$ cat src/core/run_enable_pkg.sv
// Purpose: Shared constants for the run and enable input logic
// Assumes: APB with 32-bit data, one aligned word per register
// Notes:   Register indices are word indices; byte address is four times

package run_enable_pkg;

    // Bus widths
    localparam int ADDR_W    = 16;
    localparam int DATA_W    = 32;
    localparam int SEL_W     = 16;
    localparam int NUM_LINES = 24;

    // Register word indices
    localparam logic [ADDR_W-1:0] IDX_SOFT_EN    = 16'h0480;
    localparam logic [ADDR_W-1:0] IDX_REV_B      = 16'h0513;
    localparam logic [ADDR_W-1:0] IDX_CTRL       = 16'h0600;
    localparam logic [ADDR_W-1:0] IDX_REV_A      = 16'h0601;
    localparam logic [ADDR_W-1:0] IDX_DISABLE    = 16'h0602;
    localparam logic [ADDR_W-1:0] IDX_START      = 16'h0603;
    localparam logic [ADDR_W-1:0] IDX_DELAY_MASK = 16'h0604;
    localparam logic [ADDR_W-1:0] IDX_STATUS     = 16'h0605;

    // Reset values
    localparam logic [SEL_W-1:0]     SEL_RESET  = 16'h0000;
    localparam logic [2:0]           CTRL_RESET = 3'h0;
    localparam logic [NUM_LINES-1:0] MASK_RESET = 24'h000000;

    // Control field positions
    localparam int CTRL_EXP_BIT   = 0;
    localparam int CTRL_BOARD_BIT = 1;
    localparam int CTRL_LINK_BIT  = 2;

    // Status field positions
    localparam int STAT_ENABLE_BIT = 0;
    localparam int STAT_FWD_BIT    = 1;
    localparam int STAT_REV_BIT    = 2;
    localparam int STAT_SOFT_BIT   = 3;
    localparam int STAT_DIS_BIT    = 4;

    // Selector code ranges
    localparam logic [SEL_W-1:0] SEL_INACTIVE     = 16'h0000;
    localparam logic [SEL_W-1:0] SEL_FURTHER_LAST = 16'h0010;
    localparam logic [SEL_W-1:0] SEL_EXP_LAST     = 16'h0018;

    // Input delay timer
    localparam int CLK_PERIOD_NS  = 5;
    localparam int INPUT_DELAY_NS = 1000;
    localparam int DELAY_CYC      = (INPUT_DELAY_NS + CLK_PERIOD_NS - 1) / CLK_PERIOD_NS;

endpackage

$ cat src/core/run_enable_input_logic.sv
// Purpose: Run, reverse and enable processing of the drive command path
// Assumes: pclk 200 MHz; terminal pins asynchronous to pclk
// Notes:   Registers over APB; one wait state on every access

`timescale 1ns/10ps

module run_enable_input_logic
    import run_enable_pkg::*;
(
    // Clock and reset
    input  wire logic                 pclk,
    input  wire logic                 presetn,
    // APB slave
    input  wire logic [ADDR_W-1:0]    paddr,
    input  wire logic                 psel,
    input  wire logic                 penable,
    input  wire logic                 pwrite,
    input  wire logic [DATA_W-1:0]    pwdata,
    output logic      [DATA_W-1:0]    prdata,
    output logic                      pready,
    output logic                      pslverr,
    // Terminal pins
    input  wire logic [7:0]           main_input_line,
    input  wire logic [3:0]           multipurpose_line,
    input  wire logic [3:0]           further_input_line,
    input  wire logic [7:0]           expansion_input_line,
    input  wire logic                 hard_enable_a,
    input  wire logic                 hard_enable_b,
    // Serial or fieldbus copy of the enable line
    input  wire logic                 link_enable_line,
    // Drive commands
    output logic                      drive_enable,
    output logic                      output_voltage_zero,
    output logic                      run_forward,
    output logic                      run_reverse
);

    localparam int RAW_W = NUM_LINES + 2;

    // Byte addresses from word indices
    localparam logic [ADDR_W-1:0] A_SOFT_EN = {IDX_SOFT_EN[13:0], 2'b00};
    localparam logic [ADDR_W-1:0] A_REV_B   = {IDX_REV_B[13:0], 2'b00};
    localparam logic [ADDR_W-1:0] A_CTRL    = {IDX_CTRL[13:0], 2'b00};
    localparam logic [ADDR_W-1:0] A_REV_A   = {IDX_REV_A[13:0], 2'b00};
    localparam logic [ADDR_W-1:0] A_DISABLE = {IDX_DISABLE[13:0], 2'b00};
    localparam logic [ADDR_W-1:0] A_START   = {IDX_START[13:0], 2'b00};
    localparam logic [ADDR_W-1:0] A_MASK    = {IDX_DELAY_MASK[13:0], 2'b00};
    localparam logic [ADDR_W-1:0] A_STATUS  = {IDX_STATUS[13:0], 2'b00};

    logic [SEL_W-1:0]     soft_sel;
    logic [SEL_W-1:0]     rev_b_sel;
    logic [SEL_W-1:0]     rev_a_sel;
    logic [SEL_W-1:0]     dis_sel;
    logic [SEL_W-1:0]     start_sel;
    logic [2:0]           ctrl;
    logic [NUM_LINES-1:0] delay_mask;
    logic [RAW_W-1:0]     raw;
    logic [RAW_W-1:0]     sync1;
    logic [RAW_W-1:0]     sync2;
    logic [RAW_W-1:0]     sync3;
    logic [RAW_W-1:0]     clean;
    logic [NUM_LINES-1:0] delayed;
    logic                 exp_fitted;
    logic                 board_b;
    logic                 link_sel;
    logic                 soft_act;
    logic                 soft_used;
    logic                 rev_a_act;
    logic                 rev_b_act;
    logic                 dis_act;
    logic                 dis_used;
    logic                 start_act;
    logic                 rev_eff;
    logic                 access;
    logic                 addr_ok;
    logic [DATA_W-1:0]    next_rdata;
    logic                 next_drive_enable;
    logic                 next_run_forward;
    logic                 next_run_reverse;

    assign exp_fitted = ctrl[CTRL_EXP_BIT];
    assign board_b    = ctrl[CTRL_BOARD_BIT];
    assign link_sel   = ctrl[CTRL_LINK_BIT];
    assign raw        = {hard_enable_b, hard_enable_a, expansion_input_line,
                         further_input_line, multipurpose_line, main_input_line};

    // Three-stage synchroniser; only stage two feeds stage three
    always_ff @(posedge pclk or negedge presetn) begin
        if (!presetn) begin
            sync1 <= '0;
            sync2 <= '0;
            sync3 <= '0;
        end else begin
            sync1 <= raw;
            sync2 <= sync1;
            sync3 <= sync2;
        end
    end

    // A change counts once stages two and three agree
    always_ff @(posedge pclk or negedge presetn) begin
        if (!presetn) begin
            clean <= '0;
        end else begin
            for (int i = 0; i < RAW_W; i++) begin
                if (sync2[i] == sync3[i]) begin
                    clean[i] <= sync3[i];
                end
            end
        end
    end

    // Per-terminal delay timers; masked lines follow after DELAY_CYC
    genvar g;
    generate
        for (g = 0; g < NUM_LINES; g++) begin : g_delay
            logic [7:0] cnt;
            always_ff @(posedge pclk or negedge presetn) begin
                if (!presetn) begin
                    cnt        <= 8'h00;
                    delayed[g] <= 1'b0;
                end else if (!delay_mask[g] || clean[g] == delayed[g]) begin
                    cnt        <= 8'h00;
                    delayed[g] <= clean[g];
                end else if (cnt == 8'(DELAY_CYC - 1)) begin
                    cnt        <= 8'h00;
                    delayed[g] <= clean[g];
                end else begin
                    cnt <= cnt + 8'h01;
                end
            end
        end
    endgenerate

    // Soft enable taps the undelayed line; all others the delayed one
    input_line_select u_soft (
        .sel        (soft_sel),
        .exp_fitted (exp_fitted),
        .lines      (clean[NUM_LINES-1:0]),
        .active     (soft_act),
        .used       (soft_used)
    );
    input_line_select u_rev_a (
        .sel        (rev_a_sel),
        .exp_fitted (exp_fitted),
        .lines      (delayed),
        .active     (rev_a_act),
        .used       ()
    );
    input_line_select u_rev_b (
        .sel        (rev_b_sel),
        .exp_fitted (exp_fitted),
        .lines      (delayed),
        .active     (rev_b_act),
        .used       ()
    );
    input_line_select u_dis (
        .sel        (dis_sel),
        .exp_fitted (exp_fitted),
        .lines      (delayed),
        .active     (dis_act),
        .used       (dis_used)
    );
    input_line_select u_start (
        .sel        (start_sel),
        .exp_fitted (exp_fitted),
        .lines      (delayed),
        .active     (start_act),
        .used       ()
    );

    // Enable chain and run commands
    always_comb begin
        rev_eff = board_b ? rev_b_act : rev_a_act;
        next_drive_enable = clean[NUM_LINES] && clean[NUM_LINES+1]
                            && delayed[1]
                            && (!soft_used || soft_act)
                            && (!link_sel || link_enable_line)
                            && !dis_act;
        // Both together is a stop; nothing runs while disabled
        next_run_forward = next_drive_enable && start_act && !rev_eff;
        next_run_reverse = next_drive_enable && rev_eff && !start_act;
    end

    // Drive command outputs
    always_ff @(posedge pclk or negedge presetn) begin
        if (!presetn) begin
            drive_enable        <= 1'b0;
            output_voltage_zero <= 1'b1;
            run_forward         <= 1'b0;
            run_reverse         <= 1'b0;
        end else begin
            drive_enable        <= next_drive_enable;
            output_voltage_zero <= !next_drive_enable;
            run_forward         <= next_run_forward;
            run_reverse         <= next_run_reverse;
        end
    end

    // APB decode; access phase only, answer one cycle later
    assign access = psel && penable && !pready;
    always_comb begin
        addr_ok    = 1'b1;
        next_rdata = '0;
        if (paddr == A_SOFT_EN) begin
            next_rdata = {16'h0000, soft_sel};
        end else if (paddr == A_REV_B) begin
            next_rdata = {16'h0000, rev_b_sel};
        end else if (paddr == A_CTRL) begin
            next_rdata = {29'h0, ctrl};
        end else if (paddr == A_REV_A) begin
            next_rdata = {16'h0000, rev_a_sel};
        end else if (paddr == A_DISABLE) begin
            next_rdata = {16'h0000, dis_sel};
        end else if (paddr == A_START) begin
            next_rdata = {16'h0000, start_sel};
        end else if (paddr == A_MASK) begin
            next_rdata = {8'h00, delay_mask};
        end else if (paddr == A_STATUS) begin
            next_rdata[STAT_ENABLE_BIT] = drive_enable;
            next_rdata[STAT_FWD_BIT]    = run_forward;
            next_rdata[STAT_REV_BIT]    = run_reverse;
            next_rdata[STAT_SOFT_BIT]   = soft_used;
            next_rdata[STAT_DIS_BIT]    = dis_act;
        end else begin
            addr_ok = 1'b0;
        end
    end

    // Bus answer; status is read only, so writes to it are errors
    always_ff @(posedge pclk or negedge presetn) begin
        if (!presetn) begin
            pready  <= 1'b0;
            pslverr <= 1'b0;
            prdata  <= '0;
        end else begin
            pready  <= access;
            pslverr <= access && (!addr_ok || (pwrite && paddr == A_STATUS));
            if (access && !pwrite) begin
                prdata <= next_rdata;
            end
        end
    end

    // Register writes land at the edge that completes the access
    always_ff @(posedge pclk or negedge presetn) begin
        if (!presetn) begin
            soft_sel   <= SEL_RESET;
            rev_b_sel  <= SEL_RESET;
            rev_a_sel  <= SEL_RESET;
            dis_sel    <= SEL_RESET;
            start_sel  <= SEL_RESET;
            ctrl       <= CTRL_RESET;
            delay_mask <= MASK_RESET;
        end else if (psel && penable && pready && pwrite) begin
            if (paddr == A_SOFT_EN) begin
                soft_sel <= pwdata[SEL_W-1:0];
            end else if (paddr == A_REV_B) begin
                rev_b_sel <= pwdata[SEL_W-1:0];
            end else if (paddr == A_CTRL) begin
                ctrl <= pwdata[2:0];
            end else if (paddr == A_REV_A) begin
                rev_a_sel <= pwdata[SEL_W-1:0];
            end else if (paddr == A_DISABLE) begin
                dis_sel <= pwdata[SEL_W-1:0];
            end else if (paddr == A_START) begin
                start_sel <= pwdata[SEL_W-1:0];
            end else if (paddr == A_MASK) begin
                delay_mask <= pwdata[NUM_LINES-1:0];
            end
        end
    end
endmodule // run_enable_input_logic

$ cat src/core/input_line_select.sv
// Purpose: Pick one input line for a function from its selector code
// Assumes: Lines ordered main 1-8, multipurpose, further, expansion
// Notes:   Purely combinational; one instance per function

`timescale 1ns/10ps

module input_line_select
    import run_enable_pkg::*;
(
    // Configuration
    input  wire logic [SEL_W-1:0]     sel,
    input  wire logic                 exp_fitted,
    // Candidate lines
    input  wire logic [NUM_LINES-1:0] lines,
    // Result
    output logic                      active,
    output logic                      used
);

    // Expansion codes count only with the board fitted
    function automatic logic code_valid(input logic [SEL_W-1:0] code, input logic exp);
        if (code == SEL_INACTIVE) begin
            return 1'b0;
        end else if (code <= SEL_FURTHER_LAST) begin
            return 1'b1;
        end else if (code <= SEL_EXP_LAST) begin
            return exp;
        end else begin
            return 1'b0;
        end
    endfunction

    // Out of range codes fall back to inactive
    always_comb begin
        used   = code_valid(sel, exp_fitted);
        active = used ? lines[5'(sel[4:0] - 5'h01)] : 1'b0;
    end

endmodule // input_line_select

$ cat config.mk
export PLATFORM = sky130hd
export DESIGN_NAME = run_enable_input_logic
export DESIGN_NICKNAME = d
export VERILOG_FILES = /design/src/core/run_enable_pkg.sv /design/src/core/run_enable_input_logic.sv /design/src/core/input_line_select.sv
export SDC_FILE = /design/constraint.sdc
export NUM_CORES = 1
export LEC_CHECK = 0
export BUFFER_PORTS_ARGS = -buffer_cell sky130_fd_sc_hd__buf_2
export CORE_MARGIN = 2
export CORE_UTILIZATION = 56
export CTS_CLUSTER_DIAMETER = 150
export DETAILED_ROUTE_END_ITERATION = 12
export PLACE_DENSITY = 0.78
export RECOVER_POWER = 100
export SLEW_MARGIN = 20
export SYNTH_ARGS = -nofsm -noshare
export SYNTH_HDL_FRONTEND = slang
export SYNTH_SLANG_ARGS = --single-unit
export TNS_END_PERCENT = 30
$ cat constraint.sdc
create_clock -name pclk -period 7.42 [get_ports pclk]
set_input_delay 0 -clock pclk [delete_from_list [all_inputs] [get_ports pclk]]
set_output_delay 0 -clock pclk [all_outputs]
set_load 0.02 [all_outputs]
---- Yosys cells after proc, flatten, opt, wreduce, memory -nomap -nowiden ----
Index checks and enable logic that the tools add are counted.
word-level totals
  memory bits (writable) .................. 0
  output and inout bits ................... 38
  bits in registers ....................... 465
  logic and storage cells ................. 479
  memory bits (read-only) ................. 0
  bits of input ports ..................... 80
  bits in latches ......................... 0
  memories kept ........................... 0
operators by class
  magnitude comparators ................... 15
  $mul .................................... 0
  muxes and demuxes ....................... 144
  $add $sub $neg .......................... 29
  bitwise operators ....................... 6
  equality and inequality tests ........... 82
  shift-type cells ........................ 0
  divide/modulo/power cells ............... 0
  reduce and logical (&&, ||, !) cells .... 112
operators with widths
  kind                    count
  $mux W8                 48
  $add A8 B1 Y8 const B   24
  $eq A8 B8 Y1 const B    24
  $le A16 B5 Y1 const B   10
  $eq A16 B13 Y1 const B  8
  $mux W32                4
  $mux W1                 82
  $logic_not A16 Y1       5
  $eq A1 B1 Y1            50
  $mux W24                2
  $reduce_bool A2 Y1      24
  $logic_not A1 Y1        33
  $lt A5 B6 Y1 const B    5
  $logic_or A1 B1 Y1      27
  $bmux W1 S5             5
  $sub A5 B1 Y5 const B   5
  $mux W19                1
  $logic_and A1 B1 Y1     16
  $mux W5                 2
  $reduce_and A8 Y1       1
  $reduce_and A7 Y1       1
  $not A1 Y1              6
  $reduce_and A6 Y1       1
  $reduce_and A5 Y1       1
  other kinds (3)         3

---- Depth between registers and ports, before layout ----
Gate-level depths: netlist of the first run.
  word-level depth ........................ 13
  gate-level depth with buffers ........... 11
  depth with buffers taken out ............ 9

---- By module ----
Synthesis of the first run repeated with hierarchy kept, for this count alone.
unflattened totals
  cells, all modules ...................... 1703
  area, all modules ....................... 20528.4 µm²
modules (own cells, without submodules)
  module                  times used  area an instance (µm²)  cells each
  run_enable_input_logic  1           18639.1                 1493
  input_line_select       5           377.9                   42

---- Least setup slack after synthesis of the first run ----
Ideal clock, no wire load.
  path type ............................... reg-to-reg
  from .................................... register dis_sel[0]
  to ...................................... register run_forward
  cell stages (with the launch flop) ...... 11
  required time ........................... 7352 ps
  arrival ................................. 2575 ps
  setup slack ............................. 4777 ps
  period minus slack after synthesis ...... 2643 ps
  buffers on the path ..................... 1
  cells stage by stage .................... dfrtp_1 -> buf_4 -> inv_1 -> ha_1 -> mux4_2 -> or3b_1 -> o211ai_1 -> a311oi_1 -> or4_1 -> inv_1 -> and3_1
between the ends
  cells in the longest elaborated chain, start to end .. 9
ends and longest elaborated chain
  item                                                   RTL line                       source
  start, declared                                        run_enable_input_logic.sv:53   logic [SEL_W-1:0] dis_sel;
  start signal, assigned                                 run_enable_input_logic.sv:265  dis_sel <= pwdata[SEL_W-1:0];
  branches (longest 4 deep; another with $sub A5 B1 Y5)  -
  $mux W1 (*)                                            input_line_select.sv:36        active = used ? lines[5'(sel[4:0] - 5'h01)] : 1'b0;
  $logic_not A1 Y1 (*)                                   run_enable_input_logic.sv:179  && !dis_act;
  $logic_and A1 B1 Y1 (*)                                run_enable_input_logic.sv:179
  net next_drive_enable                                  run_enable_input_logic.sv:77   logic next_drive_enable;
  $logic_and A1 B1 Y1 (*) (2 in series)                  run_enable_input_logic.sv:181  next_run_forward = next_drive_enable && start_act && !rev_eff;
  net next_run_forward                                   run_enable_input_logic.sv:78   logic next_run_forward;
  end signal, assigned                                   run_enable_input_logic.sv:195  run_forward <= next_run_forward;
  end, declared                                          run_enable_input_logic.sv:34   output logic run_forward,
Mark *: on every way through the listed nets, which the timed path passes. The select of a mux whose other input is x is not followed.
A chain may end at the register's enable or synchronous reset.

---- Final worst setup path of the first run ----
  from .................................... input paddr[3]
  to ...................................... register rev_b_sel[11]
between the ends
  cells in the longest elaborated chain, start to end .. 3
ends and longest elaborated chain
  item                             RTL line                       source
  start, declared                  run_enable_input_logic.sv:14   input wire logic [ADDR_W-1:0] paddr,
  $eq A16 B13 Y1                   run_enable_input_logic.sv:256  if (paddr == A_SOFT_EN) begin
  $not A1 Y1 (no line)             -
  $reduce_and A3 Y1 (no line) (*)  -
  end signal, assigned             run_enable_input_logic.sv:259  rev_b_sel <= pwdata[SEL_W-1:0];
  end, declared                    run_enable_input_logic.sv:51   logic [SEL_W-1:0] rev_b_sel;
Every way passes the cells marked *; elsewhere a longest branch is shown, timed or not.

==> results by group, run 1 <==
Status
  • Outcome: finished with violations
  • Violations in the final reports: max-capacitance violations, max-slew violations

Worst hold path
  • Hold Crit Start: paddr[11]
  • HP Class: input pin to flip-flop

Timing
  • Slew HR: -0.860
  • Skew final: 0.0250 ns
  • Max Clock Freq: 223 MHz
  • Least-Margin Pin Slew: 2.77 ns
  • TNS Setup: 0 ns
  • Final hold violations: 0
  • Unrepaired setup endpoints after global routing: no
  • Fin. max-slew vios: 96
  • Final worst-path cycle share: 0.605
  • Fin worst setup slack: 2.93 ns
  • Setup-failing EPs final: 0
  • Final Critical Period: 4.49 ns

Clocking
  • Root Driver: clkbuf_16
  • Clock insertion delay at the later pin of the skew report: 0.59 ns
  • Post-CTS Setup Bufs: 0
  • Clock sinks: 457
  • CTS tree: done
  • Reg clk slew, reported paths: 0.06 ns
  • Inserted Clock Buffers: 48
  • Max clock buf depth: 3
  • Maximum level of the CTS H-tree: 2

Power
  • Int Power: 4.18 mW
  • Switching Share: 0.224
  • Sequential share of power: 0.488
  • Combinational fraction of design power: 0.050
  • Net Sw Power: 1.21 mW
  • VDD IR max: 0.150 mV
  • Clk pwr share: 0.462
  • PD cells: 229 nW/um^2
  • Leak Pwr: 10.6 nW
  • Post-layout total power: 5.39 mW

Synth
  • Mapped Cells: 1682
  • Synth unique cells: 73
  • Number of synthesized flops with an enable pin: 0
  • Post-Syn Area: 20400 um^2
  • Register bit total from synthesis: 457
  • Top cell type's share of synthesized area: 0.559
  • Largest cells by area after synthesis: dfrtp_1 56%, mux2_2 6.9%, xor2_1 5.7%
  • Seq/Total Area, Yosys: 0.560
  • Most frequent cell after synthesis: dfrtp_1
  • Asr flop ratio synth: 1.00
  • Synth cell count leaders: 456 x dfrtp_1, 200 x nor2_1, 134 x nand3_1, 132 x xor2_1, 126 x mux2_2
  • Synth area leader: dfrtp_1
  • Top_reg_cell synth: dfrtp_1
  • Syn Area/Cell: 12.1 um^2
  • Synth warn: 0

GRT
  • Vias in the first global route: 14059
  • Largest net degree at the start of global routing: 188
  • Antenna violations before repair: 0
  • First-pass GRT wire length: 74000 um
  • GRT Total Usage: 0.245
  • Gr ovfl total: 0

Setup path
  • Worst r2r src: pready
  • Worst path slowest cell: nor3_1
  • Startpoint types: input pin
  • Worst Path Arrival: 4.95 ns
  • Worst Setup SP: paddr[3]
  • Crit end category: flip-flop
  • Kind of cell adding the most delay to the critical path: simple AND/OR/NAND/NOR gates
  • Critical path, cell by cell: dlygate4sd3_1 > clkbuf_1 > or3b_2 > nor3_1 > nand2_1 > mux2_1
  • Worst Path Buf+Inv: 2
  • Worst Path Max Fanout: 17
  • CP max stage delay: 1.71 ns
  • Critical path class: input pin to flip-flop
  • Required time worst endpoint: 7.88 ns

Die
  • Initial Utilization: 0.571
  • Rows: 69
  • Io pins: 118
  • Die height: 195 um
  • Core footprint: 35700 um^2
  • DIE AREA: 38000 um^2
  • Die Wd: 195 um

Route
  • Drt drc: 0
  • Antenna Violating Nets Remaining: 0
  • First drt pass iteration count: 5
  • Total wire length: 45700 um
  • DR vias/cell: 5.94
  • Number of DRC markers in iteration 0: 1160
  • WL/cell: 19.4 um
  • Via count: 13977

Place
  • Placed Instances: 2207
  • Dpl hpwl: 29700 um
  • Pre-CTS setup slack: 4.21 ns
  • IO Port Bufs: 101
  • Global placement routability congestion: 0.920

Layout
  • NumNets Final: 1972
  • Ant diodes: 0
  • Syn-to-layout area delta: 15.1%
  • Share of cells above drive strength 1: 0.168
  • Non-Filler Instances: 2355

Flow run
  • Max Cap Viol: 4
## metrics by stage
step	utilization	instance area, um^2	hold WS (ns)
final	0.658	23500	0.000782
after global routing	0.658	23500	0.0416
after global placement	0.598	21400	0.109
after floorplan	-	20400	-0.296
after CTS	0.661	23600	0.000336
after detailed placement	0.598	21400	0.110
## worst register-to-register path, cell delays in order (launching register included)
cell and delay, ns:
dfrtp_1 0.44, nand2_1 0.08, nor2_1 0.40, nand2_1 0.12
nor3_1 2.07, mux2_2 0.47
## cell usage in the layout (no fill, tap or decap), drive strengths merged, types with 8 or more instances in the layout
cell type	instances
xor2	132
o22a	10
or4	26
clkbuf	107
conb	8
mux2i	16
maj3	26
nor4	16
nand4	26
a22oi	14
and3	61
nor2	201
nand3	136
buf	72
mux4	30
a21oi	18
nor3	14
dlygate4sd3	61
inv	40
a31oi	11
dfrtp	456
mux2	136
xnor2	48
a221o	8
o21ai	18
ha	34
nand2	64
## per-layer routing
metal,track usage,routed length [um],vias up
met1,0.337,19800,7063
li1,-,-,6376
met5,0,0,-
met2,0.397,22000,459
met4,0.0876,1150,0
met3,0.0413,2770,79
## power by group through the flow
stage	sequential, mW	combinational [mW]	clock (mW)
after global placement	2.67	0.244	0
after global routing	2.64	0.296	2.63
after floorplan	2.67	0.108	0
after CTS	2.63	0.275	2.53
final	2.63	0.270	2.49
after detailed placement	2.67	0.249	0
## logic make-up after synthesis
kind of cell,share of synthesized area
adder cells (fa/ha/maj),0.0336
buffers and inverters,0.0194
multiplexers,0.118
other,0.000184
AO/OA/AOI/OAI,0.0444
AND/OR/NAND/NOR,0.147
XOR/XNOR,0.0772
flip-flops,0.560
## cell type report
type / count / area (um^2)
clock buffers: 70 / 1430
clock inverters: 16 / 228
fillers: 2587 / 12200
inverters: 38 / 143
multi-input cells: 1143 / 8530
flip-flops and latches: 457 / 11400
well taps: 461 / 577
repair buffers: 170 / 1160
## sequential cells by signal, summed over array words and instances, names as in the netlist, 24 cells and up
name	count
clean	26
delay_mask	24
sync2	26
prdata	24
g_delay.cnt	192
sync3	26
sync1	26
delayed	24
## final timing paths
kind	to	slack [ns]	cells past startpoint
max in group asynchronous	g_delay[14].cnt[0]	4.27	5
max	rev_b_sel[11]	2.93	6
min reg2reg	sync2[9]	0.35	0
min	pslverr	0.0008	4
max reg2reg	start_sel[4]	3.71	5
min in group asynchronous	g_delay[1].cnt[3]	1.11	3
## timing repair
item	4_1_cts	5_1_grt
resized for setup	0	0
hold buffers	60	1
endpoints found under the hold margin	267	32
(Power assumes the default switching activity.)
==> run 2, diff against run 1 <==
--- a/config.mk
+++ b/config.mk
@@ -7,10 +7,10 @@
 export LEC_CHECK = 0
 export BUFFER_PORTS_ARGS = -buffer_cell sky130_fd_sc_hd__buf_2
 export CORE_MARGIN = 2
-export CORE_UTILIZATION = 56
+export CORE_UTILIZATION = 55
 export CTS_CLUSTER_DIAMETER = 150
 export DETAILED_ROUTE_END_ITERATION = 12
-export PLACE_DENSITY = 0.78
+export PLACE_DENSITY = 0.8
 export RECOVER_POWER = 100
 export SLEW_MARGIN = 20
 export SYNTH_ARGS = -nofsm -noshare
==> constraint.sdc (replaced) <==
create_clock -name pclk -period 3.85 [get_ports pclk]
set_input_delay 0 -clock pclk [delete_from_list [all_inputs] [get_ports pclk]]
set_output_delay 0 -clock pclk [all_outputs]
set_load 0.02 [all_outputs]
==> run 2 against run 1 <==
Compared with the run above:
- the flow still finishes with violations (max-capacitance violations, max-slew violations)
- sequential power up 93%
- first-iteration DRC count is 4.0% lower
- register-to-register slack worse by 2.9 ns
- routed wire length up 3.0%
- final area up 0.18%
- clock power grew 90%
- sequential share of layout area decreased by 0.085 points
- combinational power is 94% higher
- clock-buffer cell count fell by 4
==> results by group, run 2 (same netlist as run 1, synthesis figures left out) <==
Setup path
  • Crit end category: flip-flop (unchanged)
  • Startpoint types: input pin (unchanged)
  • Top cell by count, worst path: clkbuf_1
  • CP max stage delay: 0.75 ns (was 1.71 ns)
  • Required time worst endpoint: 4.30 ns (was 7.88 ns)
  • Worst Path Arrival: 3.80 ns (was 4.95 ns)
  • Critical path, cell by cell: dlygate4sd3_1 > clkbuf_1 > or3b_2 > nor3_1 > clkbuf_1 > nand2_1 > mux2_1 (was dlygate4sd3_1 > clkbuf_1 > or3b_2 > nor3_1 > nand2_1 > mux2_1)
  • Worst path slowest cell: clkbuf_1 (was nor3_1)
  • Worst Setup SP: paddr[3] (unchanged)
  • Worst r2r src: dis_sel[0] (was pready)
  • Kind of cell adding the most delay to the critical path: buffers and inverters (was simple AND/OR/NAND/NOR gates)
  • Worst Path Buf+Inv: 3 (was 2)
  • Critical path class: input pin to flip-flop (unchanged)
  • Worst Path Max Fanout: 17 (unchanged)

Die
  • Io pins: 118 (unchanged)
  • Core footprint: 36600 um^2 (was 35700 um^2)
  • Die Wd: 197 um (was 195 um)
  • DIE AREA: 38700 um^2 (was 38000 um^2)
  • Initial Utilization: 0.558 (was 0.571)
  • Die height: 197 um (was 195 um)
  • Rows: 70 (was 69)

Layout
  • Syn-to-layout area delta: 15.3% (was 15.1%)
  • Commonest non-fill, non-tap cells in the layout: 456 x dfrtp_1, 201 x nor2_1, 135 x nand3_1, 132 x xor2_1, 125 x mux2_2 (was 456 x dfrtp_1, 201 x nor2_1, 135 x nand3_1, 132 x xor2_1, 124 x mux2_2)
  • Largest register FFs: 192 (unchanged)
  • Share of cells above drive strength 1: 0.174 (was 0.168)
  • Commonest non-fill, non-tap cell in the layout: dfrtp_1 (unchanged)
  • Top reg by flops: g_delay.cnt (unchanged)
  • NumNets Final: 1978 (was 1972)
  • Ant diodes: 0 (unchanged)
  • Non-Filler Instances: 2368 (was 2355)

Timing
  • Fin Hold WS: 0.0449 ns (was 0.000782 ns)
  • Final Critical Period: 3.35 ns
  • TNS Setup: 0 ns (unchanged)
  • Max Clock Freq: 298 MHz
  • Final hold violations: 0 (unchanged)
  • Unrepaired setup endpoints after global routing: no (unchanged)
  • Setup-failing EPs final: 0 (unchanged)
  • Final worst-path cycle share: 0.870
  • Fin worst setup slack: 0.499 ns (was 2.93 ns)
  • Skew final: 0.0209 ns (was 0.0250 ns)
  • Fin. max-slew vios: 138 (was 96)
  • Least-Margin Pin Slew: 2.91 ns (was 2.77 ns)
  • Slew HR: -0.939 (was -0.860)

Place
  • Placed Instances: 2224 (was 2207)
  • Global placement routability congestion: 0.912 (was 0.920)
  • Pre-CTS setup slack: 0.869 ns (was 4.21 ns)
  • Dpl hpwl: 30700 um (was 29700 um)
  • IO Port Bufs: 101 (unchanged)

Status
  • Violations in the final reports: max-capacitance violations, max-slew violations (unchanged)
  • Outcome: finished with violations (unchanged)

GRT
  • Largest net degree at the start of global routing: 115 (was 188)
  • Met1 Use GR: 0.334 (was 0.337)
  • GR Util met2: 0.412 (was 0.397)
  • Antenna violations before repair: 0 (unchanged)
  • Met3 Resource Use GR: 0.0371 (was 0.0413)
  • GRT Total Usage: 0.249 (was 0.245)
  • First-pass GRT wire length: 76600 um (was 74000 um)
  • Gr ovfl total: 0 (unchanged)
  • GRT Max-Usage Layer: met2 (unchanged)
  • Vias in the first global route: 14596 (was 14059)

Worst hold path
  • HP Class: input pin to flip-flop (unchanged)
  • Hold Crit Start: paddr[14] (was paddr[11])

Power
  • PD cells: 438 nW/um^2 (was 229 nW/um^2)
  • Leak Pwr: 10.6 nW (about the same)
  • Int Power: 8.02 mW (was 4.18 mW)
  • Combinational fraction of design power: 0.051 (was 0.050)
  • Net Sw Power: 2.30 mW (was 1.21 mW)
  • VDD IR max: 0.308 mV (was 0.150 mV)
  • Switching Share: 0.223 (was 0.224)
  • Clk pwr share: 0.457 (was 0.462)
  • Sequential share of power: 0.492 (was 0.488)

Clocking
  • Post-CTS Setup Bufs: 0 (unchanged)
  • Clock insertion delay at the later pin of the skew report: 0.57 ns (was 0.59 ns)
  • Max clock buf depth: 3 (unchanged)
  • Inserted Clock Buffers: 46 (was 48)
  • Maximum level of the CTS H-tree: 2 (unchanged)
  • Reg clk slew, reported paths: 0.06 ns (about the same)
  • Clock sinks: 457 (unchanged)
  • Root Driver: clkbuf_16 (unchanged)
  • Post_cts resized: 0 (unchanged)
  • CTS tree: done (unchanged)

Route
  • First drt pass iteration count: 8 (was 5)
  • DR vias/cell: 5.99 (was 5.94)
  • Drt drc: 0 (unchanged)
  • Number of DRC markers in iteration 0: 1114 (was 1160)
  • WL/cell: 19.9 um (was 19.4 um)
  • Total wire length: 47100 um (was 45700 um)
  • Via count: 14179 (was 13977)
  • Antenna Violating Nets Remaining: 0 (unchanged)

Flow run
  • Max Cap Viol: 2 (was 4)
==> run 2: cell types whose count changed in the layout (fill, tap and decap cells not counted), moves of 2 or more <==
cell,delta
clkinvlp_4,-2
clkbuf_2,+4
clkinv_2,+6
buf_12,+2
clkbuf_1,-3
buf_4,+4
==> run 2: per-layer routing <==
layer | share of wire | vias up
met3 | 0.063 | 124
met2 | 0.48 | 532
met5 | 0 | -
li1 | - | 6369
met4 | 0.036 | 0
met1 | 0.42 | 7154
==> run 2: repair_timing <==
action,in CTS,in global routing
hold buffers,60,0
endpoints found under the setup margin,0,0
hold endpoints to repair,250,0
==> run 2: layout make-up <==
cell class / instances / area [um^2]
fillers: 2643 / 13100
flip-flops and latches: 457 / 11400
multi-input cells: 1143 / 8550
clock buffers: 66 / 1400
repair buffers: 178 / 1200
well taps: 468 / 586
clock inverters: 18 / 225
inverters: 38 / 143
==> run 2: worst register-to-register path, delay by kind of cell (launching register included) <==
kind / cells / cell delay, ns
AOI/OAI and AO/OA: 2 / 0.25
adders and majority gates: 1 / 0.48
buffers and inverters: 2 / 0.31
DFF: 1 / 0.32
muxes: 1 / 0.35
and+or+nand+nor: 3 / 1.26
==> run 2: worst paths after layout <==
check / to / cells after the start / slack (ns)
worst max-delay path: rev_b_sel[7] / 7 / 0.50
worst min-delay path: prdata[0] / 5 / 0.04
worst max register to register: run_reverse / 9 / 0.78
worst min register to register: sync2[20] / 0 / 0.34
max in group asynchronous: delay_mask[18] / 3 / 0.90
min in group asynchronous: g_delay[1].cnt[3] / 2 / 0.93
==> run 2: stage by stage <==
step | util | power, mW | instance area (um^2)
after floorplan | - | 5.35 | 20400
after global placement | 0.586 | 5.62 | 21500
after detailed placement | 0.586 | 5.64 | 21500
after CTS | 0.647 | 10.4 | 23700
after global routing | 0.643 | 10.7 | 23500
final | 0.643 | 10.3 | 23500
==> run 2: power groups by stage <==
| stage | clock, mW | sequential [mW] | combinational [mW] |
|---|---|---|---|
| final | 4.72 | 5.08 | 0.524 |
| after global routing | 5.01 | 5.09 | 0.575 |
| after CTS | 4.79 | 5.07 | 0.537 |
| after detailed placement | 0 | 5.16 | 0.485 |
| after global placement | 0 | 5.15 | 0.472 |
| after floorplan | 0 | 5.14 | 0.208 |
